--- src/cgg_pkg.sv ---
// constants for the counter gate generator
package cgg_pkg;
	localparam int          CLK_HZ       = 100_000_000;
	localparam int          REF_HZ       = 10_000_000;
	localparam int          INT_HALF     = CLK_HZ / REF_HZ / 2;
	localparam logic [3:0]  INT_HALF_M1  = 4'(INT_HALF - 1);
	localparam int          PRESC_STAGES = 2;
	localparam logic [3:0]  DEC_LAST     = 4'h9;

	localparam logic [7:0]  ADDR_CTRL    = 8'h00;
	localparam logic [7:0]  ADDR_ARM     = 8'h04;
	localparam logic [7:0]  ADDR_STAT    = 8'h08;

	localparam int          CTRL_REF_BIT = 0;
	localparam int          CTRL_SEL_LSB = 1;
	localparam int          ARM_BIT      = 0;
	localparam int          ST_OPEN      = 0;
	localparam int          ST_ARM       = 1;
	localparam int          ST_ENABLE    = 2;
	localparam int          ST_PEND      = 3;
	localparam int          ST_CLOSE     = 4;
	localparam int          ST_TERM      = 5;
	localparam int          ST_REF       = 6;

	localparam logic        RST_REFSEL   = 1'h1;
	localparam logic [2:0]  RST_GATESEL  = 3'h1;
	localparam logic [1:0]  RESP_OKAY    = 2'h0;
	localparam logic [1:0]  RESP_SLVERR  = 2'h2;

	localparam logic [16:0] RATIO_1      = 17'h0000a;
	localparam logic [16:0] RATIO_2      = 17'h00064;
	localparam logic [16:0] RATIO_3      = 17'h003e8;
	localparam logic [16:0] RATIO_4      = 17'h02710;
	localparam logic [16:0] RATIO_5      = 17'h186a0;

	// unused codes fall back to the shortest gate
	function automatic logic [16:0] gate_ratio(input logic [2:0] s);
		case (s)
			3'h1:    gate_ratio = RATIO_1;
			3'h2:    gate_ratio = RATIO_2;
			3'h3:    gate_ratio = RATIO_3;
			3'h4:    gate_ratio = RATIO_4;
			3'h5:    gate_ratio = RATIO_5;
			default: gate_ratio = RATIO_1;
		endcase
	endfunction
endpackage

--- src/cgg_counter_gate_generator.sv ---
// reference selection, prescaler and measurement gate with axi4-lite registers
//
// Design decisions made here: the register offsets and register access over AXI4-Lite.
`timescale 1ns/1ps
module cgg_counter_gate_generator (
	input  wire logic        clk,
	input  wire logic        reset_n,
	input  wire logic [7:0]  awaddr,
	input  wire logic        awvalid,
	output logic             awready,
	input  wire logic [31:0] wdata,
	input  wire logic [3:0]  wstrb,
	input  wire logic        wvalid,
	output logic             wready,
	output logic      [1:0]  bresp,
	output logic             bvalid,
	input  wire logic        bready,
	input  wire logic [7:0]  araddr,
	input  wire logic        arvalid,
	output logic             arready,
	output logic      [31:0] rdata,
	output logic      [1:0]  rresp,
	output logic             rvalid,
	input  wire logic        rready,
	input  wire logic        refLineIn,
	output logic             refLineOut,
	output logic             refLineOe,
	output logic             convClk,
	output logic             intConvEn,
	output logic             extConvEn,
	output logic             gateOut,
	output logic             termOut
);
	logic        refSel_q;
	logic [2:0]  gateSel_q;
	logic [3:0]  intDiv_q;
	logic        intLvl_q;
	logic [2:0]  extSync_q;
	logic        extLvl_q;
	logic        arm_q;
	logic        armInit_q;
	logic        enable_q;
	logic        gatePend_q;
	logic        closePend_q;
	logic        gateOpen_q;
	logic [16:0] divCnt_q;
	logic        awHeld_q;
	logic        wHeld_q;
	logic [7:0]  awAddr_q;
	logic [31:0] wData_q;
	logic [3:0]  wStrb_q;
	logic [3:0]  stCnt [cgg_pkg::PRESC_STAGES];
	wire  [cgg_pkg::PRESC_STAGES:0] chain;

	// internal 10 MHz reference made from the system clock
	wire intWrap = (intDiv_q == cgg_pkg::INT_HALF_M1);
	wire intRise = intWrap & ~intLvl_q;

	always_ff @(posedge clk or negedge reset_n) begin
		if (!reset_n) begin
			intDiv_q <= 4'h0;
			intLvl_q <= 1'b0;
		end else if (intWrap) begin
			intDiv_q <= 4'h0;
			intLvl_q <= ~intLvl_q;
		end else begin
			intDiv_q <= intDiv_q + 4'h1;
		end
	end

	// external reference: a level change counts only once two stages agree
	wire extStable = (extSync_q[2] == extSync_q[1]);
	wire extRise   = extStable & extSync_q[2] & ~extLvl_q;

	always_ff @(posedge clk or negedge reset_n) begin
		if (!reset_n) begin
			extSync_q <= 3'h0;
			extLvl_q  <= 1'b0;
		end else begin
			extSync_q <= {extSync_q[1:0], refLineIn};
			if (extStable) begin
				extLvl_q <= extSync_q[2];
			end
		end
	end

	wire refTick = refSel_q ? intRise : extRise;
	wire selLvl  = refSel_q ? intLvl_q : extLvl_q;

	always_ff @(posedge clk or negedge reset_n) begin
		if (!reset_n) begin
			convClk    <= 1'b0;
			refLineOut <= 1'b0;
			refLineOe  <= 1'b0;
			intConvEn  <= 1'b0;
			extConvEn  <= 1'b0;
		end else begin
			convClk    <= selLvl;
			refLineOut <= intLvl_q;
			refLineOe  <= refSel_q;
			intConvEn  <= refSel_q;
			extConvEn  <= ~refSel_q;
		end
	end

	assign chain[0] = refTick;
	for (genvar g = 0; g < cgg_pkg::PRESC_STAGES; g++) begin : gPresc
		cgg_decade uStage (
			.clk     (clk),
			.reset_n (reset_n),
			.en      (chain[g]),
			.clr     (1'b0),
			.count   (stCnt[g]),
			.carry   (chain[g+1])
		);
	end
	wire tick = chain[cgg_pkg::PRESC_STAGES];

	wire [16:0] ratio   = cgg_pkg::gate_ratio(gateSel_q);
	wire [16:0] lastCnt = ratio - 17'h2;
	wire [16:0] wrapCnt = ratio - 17'h1;
	wire [16:0] halfCnt = ratio >> 1;

	// register decode
	wire wrFire   = awHeld_q & wHeld_q & ~bvalid;
	wire wrCtrl   = wrFire & (awAddr_q == cgg_pkg::ADDR_CTRL);
	wire wrArm    = wrFire & (awAddr_q == cgg_pkg::ADDR_ARM);
	wire wrMapped = (awAddr_q == cgg_pkg::ADDR_CTRL) | (awAddr_q == cgg_pkg::ADDR_ARM);
	wire swArmSet = wrArm & wStrb_q[0] & wData_q[cgg_pkg::ARM_BIT];
	wire swArmClr = wrArm & wStrb_q[0] & ~wData_q[cgg_pkg::ARM_BIT];

	// gate sequencing events, all qualified by the 100 kHz tick
	// completion of the selected count
	wire finish  = tick & gateOpen_q & enable_q & ~closePend_q & (divCnt_q == lastCnt);
	wire pendSet = tick & arm_q & armInit_q & ~gateOpen_q;
	wire enSet   = tick & ~arm_q & gatePend_q & ~enable_q;
	wire openEv  = tick & enable_q & gatePend_q & ~gateOpen_q & ~arm_q;
	wire closeEv = tick & closePend_q & gateOpen_q;

	always_ff @(posedge clk or negedge reset_n) begin
		if (!reset_n) begin
			arm_q     <= 1'b0;
			armInit_q <= 1'b0;
		end else begin
			// set wins over a simultaneous software clear
			if (swArmSet | finish) begin
				arm_q <= 1'b1;
			end else if (swArmClr) begin
				arm_q <= 1'b0;
			end
			if (swArmSet) begin
				armInit_q <= 1'b1;
			end else if (pendSet | swArmClr) begin
				armInit_q <= 1'b0;
			end
		end
	end

	always_ff @(posedge clk or negedge reset_n) begin
		if (!reset_n) begin
			enable_q <= 1'b0;
		end else if (arm_q | finish) begin
			enable_q <= 1'b0;
		end else if (enSet) begin
			enable_q <= 1'b1;
		end
	end

	// gate state moves only on tick
	always_ff @(posedge clk or negedge reset_n) begin
		if (!reset_n) begin
			gatePend_q  <= 1'b0;
			closePend_q <= 1'b0;
			gateOpen_q  <= 1'b0;
		end else begin
			if (pendSet) begin
				gatePend_q <= 1'b1;
			end else if (openEv) begin
				gatePend_q <= 1'b0;
			end
			if (finish) begin
				closePend_q <= 1'b1;
			end else if (closeEv) begin
				closePend_q <= 1'b0;
			end
			if (openEv) begin
				gateOpen_q <= 1'b1;
			end else if (closeEv) begin
				gateOpen_q <= 1'b0;
			end
		end
	end

	always_ff @(posedge clk or negedge reset_n) begin
		if (!reset_n) begin
			divCnt_q <= 17'h0;
		end else if (arm_q) begin
			divCnt_q <= 17'h0;
		end else if (tick) begin
			if (gateOpen_q & enable_q) begin
				divCnt_q <= divCnt_q + 17'h1;
			end else if (~enable_q) begin
				divCnt_q <= (divCnt_q >= wrapCnt) ? 17'h0 : divCnt_q + 17'h1;
			end else begin
				divCnt_q <= 17'h0;
			end
		end
	end

	always_ff @(posedge clk or negedge reset_n) begin
		if (!reset_n) begin
			termOut <= 1'b0;
		end else begin
			termOut <= gateOpen_q & ~closePend_q & (divCnt_q >= halfCnt);
		end
	end

	assign gateOut = gateOpen_q;

	always_ff @(posedge clk or negedge reset_n) begin
		if (!reset_n) begin
			refSel_q  <= cgg_pkg::RST_REFSEL;
			gateSel_q <= cgg_pkg::RST_GATESEL;
		end else if (wrCtrl & wStrb_q[0]) begin
			refSel_q  <= wData_q[cgg_pkg::CTRL_REF_BIT];
			gateSel_q <= wData_q[cgg_pkg::CTRL_SEL_LSB +: 3];
		end
	end

	// axi4-lite write side: address and data may arrive in either order
	always_ff @(posedge clk or negedge reset_n) begin
		if (!reset_n) begin
			awHeld_q <= 1'b0;
			wHeld_q  <= 1'b0;
			awready  <= 1'b0;
			wready   <= 1'b0;
			awAddr_q <= 8'h0;
			wData_q  <= 32'h0;
			wStrb_q  <= 4'h0;
			bvalid   <= 1'b0;
			bresp    <= cgg_pkg::RESP_OKAY;
		end else begin
			if (awready & awvalid) begin
				awHeld_q <= 1'b1;
				awAddr_q <= awaddr;
				awready  <= 1'b0;
			end else if (wrFire) begin
				awHeld_q <= 1'b0;
			end else if (~awHeld_q & ~bvalid) begin
				awready <= 1'b1;
			end
			if (wready & wvalid) begin
				wHeld_q <= 1'b1;
				wData_q <= wdata;
				wStrb_q <= wstrb;
				wready  <= 1'b0;
			end else if (wrFire) begin
				wHeld_q <= 1'b0;
			end else if (~wHeld_q & ~bvalid) begin
				wready <= 1'b1;
			end
			if (wrFire) begin
				bvalid <= 1'b1;
				bresp  <= wrMapped ? cgg_pkg::RESP_OKAY : cgg_pkg::RESP_SLVERR;
			end else if (bready) begin
				bvalid <= 1'b0;
			end
		end
	end

	// read side; status is a live snapshot, reading has no side effect
	wire [31:0] ctrlWord = {28'h0, gateSel_q, refSel_q};
	wire [31:0] armWord  = {31'h0, arm_q};
	wire [31:0] statWord = {25'h0, refSel_q, termOut, closePend_q, gatePend_q,
	                        enable_q, arm_q, gateOpen_q};
	wire isCtrl = (araddr == cgg_pkg::ADDR_CTRL);
	wire isArm  = (araddr == cgg_pkg::ADDR_ARM);
	wire isStat = (araddr == cgg_pkg::ADDR_STAT);
	wire [31:0] rdMux = isCtrl ? ctrlWord : isArm ? armWord : isStat ? statWord : 32'h0;

	always_ff @(posedge clk or negedge reset_n) begin
		if (!reset_n) begin
			arready <= 1'b0;
			rvalid  <= 1'b0;
			rdata   <= 32'h0;
			rresp   <= cgg_pkg::RESP_OKAY;
		end else if (arready & arvalid) begin
			arready <= 1'b0;
			rvalid  <= 1'b1;
			rdata   <= rdMux;
			rresp   <= (isCtrl | isArm | isStat) ? cgg_pkg::RESP_OKAY : cgg_pkg::RESP_SLVERR;
		end else if (rvalid & rready) begin
			rvalid <= 1'b0;
		end else if (~rvalid) begin
			arready <= 1'b1;
		end
	end

	// helper: ticks seen while the gate is open
	logic [16:0] widthCnt_q;
	always_ff @(posedge clk or negedge reset_n) begin
		if (!reset_n) begin
			widthCnt_q <= 17'h0;
		end else if (~gateOpen_q) begin
			widthCnt_q <= 17'h0;
		end else if (tick) begin
			widthCnt_q <= widthCnt_q + 17'h1;
		end
	end
endmodule

--- src/cgg_decade.sv ---
// one decade counter stage with enable, clear and carry
`timescale 1ns/1ps
module cgg_decade (
	input  wire logic       clk,
	input  wire logic       reset_n,
	input  wire logic       en,
	input  wire logic       clr,
	output logic      [3:0] count,
	output wire logic       carry
);
	wire atLast = (count == cgg_pkg::DEC_LAST);

	// carry is combinational so a cascade ripples in the same cycle
	assign carry = en & atLast;

	always_ff @(posedge clk or negedge reset_n) begin
		if (!reset_n) begin
			count <= 4'h0;
		end else if (clr) begin
			count <= 4'h0;
		end else if (en) begin
			count <= atLast ? 4'h0 : count + 4'h1;
		end
	end
endmodule

--- config.mk ---
export PLATFORM = sky130hd
export DESIGN_NAME = cgg_counter_gate_generator
export DESIGN_NICKNAME = d
export VERILOG_FILES = /design/src/cgg_pkg.sv /design/src/cgg_counter_gate_generator.sv /design/src/cgg_decade.sv
export SDC_FILE = /design/constraint.sdc
export NUM_CORES = 1
export LEC_CHECK = 0
export ABC_AREA = 1
export BUFFER_PORTS_ARGS = -buffer_cell sky130_fd_sc_hd__buf_2
export CAP_MARGIN = 20
export CORE_UTILIZATION = 40
export DETAILED_ROUTE_END_ITERATION = 6
export HOLD_SLACK_MARGIN = 0.03
export PLACE_DENSITY = 0.66
export SYNTH_ARGS = -nofsm -noshare
export SYNTH_HDL_FRONTEND = slang
export SYNTH_SLANG_ARGS = --single-unit
--- constraint.sdc ---
create_clock -name clk -period 3 [get_ports clk]
set_input_delay 0.45 -clock clk [delete_from_list [all_inputs] [get_ports clk]]
set_output_delay 0.45 -clock clk [all_outputs]
set_load 0.005 [all_outputs]
==> reports/results.tsv <==
stage	metric	value	unit
pwr	swShare	0.342	
critical_path	endpoint_kind	flop	
place	place_congestion	0.855	
place	dp_slack	0.310	ns
yosys	ys_seq_area_frac	0.404	
layout	utilization	0.472	
clock_network	path_clk_slew	0.06	ns
global_routing	grt_util_met2	0.289	
sta	worst_slack	0.359	ns
yosys	synth_edf_count	0	
sta	hold_violations	0	
sta	slew_viol_final	0	
sta	setup_violations	0	
drt	antenna_left	0	
yosys	synth_xor_area_frac	0.0269	
drt	drt_wl_total	10200	um
global_routing	grt_overflow	0	
clock_network	htree_num_levels	3	
sta	period_minus_slack	2.64	ns
critical_path	cp_slowest_cell	dfrtp_1	
clock_network	cts_made_buffers	9	
critical_path	cp_num_cells	19	
global_routing	grt_pass1_wl	17900	um
yosys	synth_simple_gate_area_frac	0.302	
pwr	ir_drop	453	uV
global_routing	busiest_layer	met2	
global_routing	antenna_found_initial	0	
global_routing	grt_pass1_vias	3971	
sta	fmax	379	MHz
floorplanning	die_y	112	um
critical_path	startpoint	gateSel_q[1]$_DFFE_PN0P_	
floorplanning	ios	108	
yosys	synth_compound_area_frac	0.0701	
drt	num_vias	4017	
drt	drc	4	
yosys	syn_area	4830	um^2
critical_path	r2r-end	divCnt_q[1]$_DFFE_PN0P_	
global_routing	met1_usage	0.233	
pwr	power.switching	1.22	mW
global_routing	grt_usage	0.177	
critical_path	crit_end	divCnt_q[1]$_DFFE_PN0P_	
place	io_buffer_count	49	
critical_path	required	3.22	ns
pwr	power_density	647	nW/um^2
critical_path	arrival	2.86	ns
floorplanning	start_util	0.416	
critical_path	max_stage_delay	0.37	ns
hold_path	hp-class	primary input to async pin	
clock_network	cts_tree	built	
critical_path	crit_top_cell	nand2_1	
yosys	ys_types	45	
layout	layout.nets	770	
pwr	pwr-share-seq	0.402	
clock_network	clock_path_buffers	2	
flow_run	drv_cap	0	
place	placed_cell_area	5160	um^2
pwr	power.leakage	2.81	nW
yosys	synth_top_family_by_area	simple AND/OR/NAND/NOR gates	
yosys	synth_warnings	0	
global_routing	use_met3	0.0370	
sta	rsz0062_at_grt	no	
layout	fin_area	5490	um^2
drt	drt-wirelength-per-cell	12.4	um
yosys	synth_fa_ha_area_frac	0.0906	
clock_network	postCtsSetupBuffers	0	
floorplanning	dieArea	12500	um^2
yosys	syn_area_per_cell	7.87	um^2
layout	diodes	0	
status	outcome	complete, but fails checks	
critical_path	r2r-start	gateSel_q[1]$_DFFE_PN0P_	
sta	finClkSkew	0.00588	ns
place	dp_cells	806	
yosys	ys.flop_type	dfrtp_1	
floorplanning	rows	39	
global_routing	grt_max_degree	79	
status	violations	design-rule violations	
yosys	synthArstFlopShare	1.00	
yosys	synth.area.mux_share	0	
critical_path	cp_num_buf_inv	2	
clock_network	clk_latency	0.34	ns
critical_path	path_class	flop to flop	
critical_path	crit_family	simple AND/OR/NAND/NOR gates	
drt	drt-pass1-iter-count	7	
sta	min_period_over_period	0.880	
yosys	synth_seq_cells	78	
floorplanning	core_area	11600	um^2
sta	fin_setup_tns	0	ns
pwr	p_clk_frac	0.299	
critical_path	ff2ff_path_depth	19	
clock_network	ctsHoldBuffers	0	
clock_network	cts-root-buf	clkbuf_16	
floorplanning	dieWidth	112	um
clock_network	clock-sinks	78	
drt	drt_iter0_markers	190	
sta	whs	0.0111	ns
drt	drt-vias-per-instance	4.88	
layout	synthToLayoutAreaGrowth	13.5	%
layout	finalNonFillerCells	823	
critical_path	cp_cell_sequence	inv_2 -> ha_1 -> inv_1 -> nand4_1 -> xor2_1 -> ha_1 -> nand2_1 -> nor2_1 -> nand2_1 -> nand2_1 -> nand2_1 -> nand2_1 -> nand2_1 -> nand2_1 -> nand2_1 -> nand2_1 -> nand2_4 -> nand2_1 -> nand2_1	
critical_path	start_kind	flop	
yosys	syn_inst	614	
critical_path	critPathMaxFanout	17	
pwr	p_total	3.55	mW
pwr	internal-power	2.33	mW
place	hpwl	7770	um
critical_path	r2r_setup_slack	0.36	ns
pwr	power_frac_comb	0.299	
layout	layout-drive-gt1-share	0.163	
synth_stat cells (2+ instances only):
| master | n | share of area |
|---|---|---|
| nand2_1 | 178 | 0.14 |
| dfrtp_1 | 76 | 0.39 |
| nor2_1 | 61 | 0.047 |
| inv_1 | 56 | 0.043 |
| ha_1 | 35 | 0.091 |
| buf_4 | 29 | 0.045 |
| nand3_1 | 25 | 0.026 |
| o21ai_0 | 25 | 0.026 |
| a21oi_1 | 19 | 0.020 |
| nand4_1 | 18 | 0.023 |
| nor2_2 | 12 | 0.016 |
| nor3_1 | 10 | 0.010 |
| xor2_1 | 9 | 0.016 |
| inv_2 | 8 | 0.0062 |
| nor2_4 | 5 | 0.012 |
| o21ai_1 | 4 | 0.0041 |
| xnor2_1 | 4 | 0.0072 |
| o211ai_1 | 3 | 0.0047 |
| a31oi_1 | 2 | 0.0026 |
| clkbuf_1 | 2 | 0.0016 |
| clkinv_1 | 2 | 0.0016 |
| conb_1 | 2 | 0.0016 |
| dfstp_2 | 2 | 0.011 |
| nand2_2 | 2 | 0.0026 |
| nand2_4 | 2 | 0.0047 |
| nand3_2 | 2 | 0.0041 |
| nor4_1 | 2 | 0.0026 |
| o21a_1 | 2 | 0.0031 |
cell families (layout without fill, tap and decap cells):
group           count (synthesis)  count (layout)
compound gates                 61              61
xor+xnor                       14              14
fa+ha+maj                      35              35
buf+inv                       100             140
flops                          78              78
other cells                     2              28
simple gates                  324             324
power groups by stage:
stage	Sequential (mW)	Clock [mW]	Combinational, mW
2_1_floorplan	1.42	0	0.718
4_1_cts	1.43	1.09	1.06
3_5_place_dp	1.44	0	1.06
6_report	1.43	1.06	1.06
3_3_place_gp	1.43	0	1.02
5_1_grt	1.45	1.14	1.23
worst register-to-register path, cell delays in order (launching register included):
cell and delay (ns):
dfrtp_1 0.37, inv_2 0.06, ha_1 0.30, inv_1 0.14
nand4_1 0.18, xor2_1 0.21, ha_1 0.32, nand2_1 0.05
nor2_1 0.10, nand2_1 0.06, nand2_1 0.05, nand2_1 0.04
nand2_1 0.08, nand2_1 0.07, nand2_1 0.07, nand2_1 0.05
nand2_1 0.09, nand2_4 0.13, nand2_1 0.10, nand2_1 0.05
how the worst min path moves through the flow:
stage,from,end,slack (ns)
finish,reset_n,rvalid$_DFFE_PN0P_,0.01
global route,reset_n,rvalid$_DFFE_PN0P_,0.03
CTS,refLineIn,extSync_q[0]$_DFF_PN0_,0.21
detailed placement,extSync_q[0]$_DFF_PN0_,extSync_q[1]$_DFF_PN0_,0.34
global placement,extSync_q[0]$_DFF_PN0_,extSync_q[1]$_DFF_PN0_,0.33
floorplan,reset_n,armInit_q$_DFFE_PN0P_,0.15
what timing repair did:
item / CTS / global route
endpoints found under the hold margin: 0 / 0
resized for setup: 0 / 1
setup endpoints to repair: 0 / 17
state kept, by name, summed over array words and instances (netlist names), 3 cells and up:
register and flops:
awAddr_q 8, extSync_q 3, divCnt_q 17, gateSel_q 3, rdata 7, wData_q 4, gPresc.uStage.count 8, intDiv_q 4
layout make-up:
type	count	area [um^2]
Multi-Input combinational cell	462	2480
Clock buffer	10	229
Fill cell	1129	6130
Inverter	67	254
Sequential cell	78	1950
Timing Repair Buffer	57	328
Clock inverter	6	62.6
Tap cell	143	179
layer usage:
| layer | vias to the layer above | wire, um |
|---|---|---|
| li1 | 2044 | - |
| met5 | - | 0 |
| met3 | 14 | 399 |
| met1 | 1869 | 4890 |
| met4 | 0 | 155 |
| met2 | 90 | 4740 |
placed cells by master (no fill, tap or decap), drive strengths merged, types with 3 or more instances in the layout:
cell / Yosys / routed
nor3: 10 / 10
o21ai: 29 / 29
nand4: 19 / 19
xor2: 10 / 10
clkinv: 2 / 6
nand3: 28 / 28
dfrtp: 76 / 76
a21oi: 19 / 19
ha: 35 / 35
o211ai: 3 / 3
conb: 2 / 28
nand2: 182 / 182
xnor2: 4 / 4
nor2: 79 / 79
buf: 31 / 57
clkbuf: 2 / 10
inv: 65 / 66
Power figures use the tool's default switching activity.
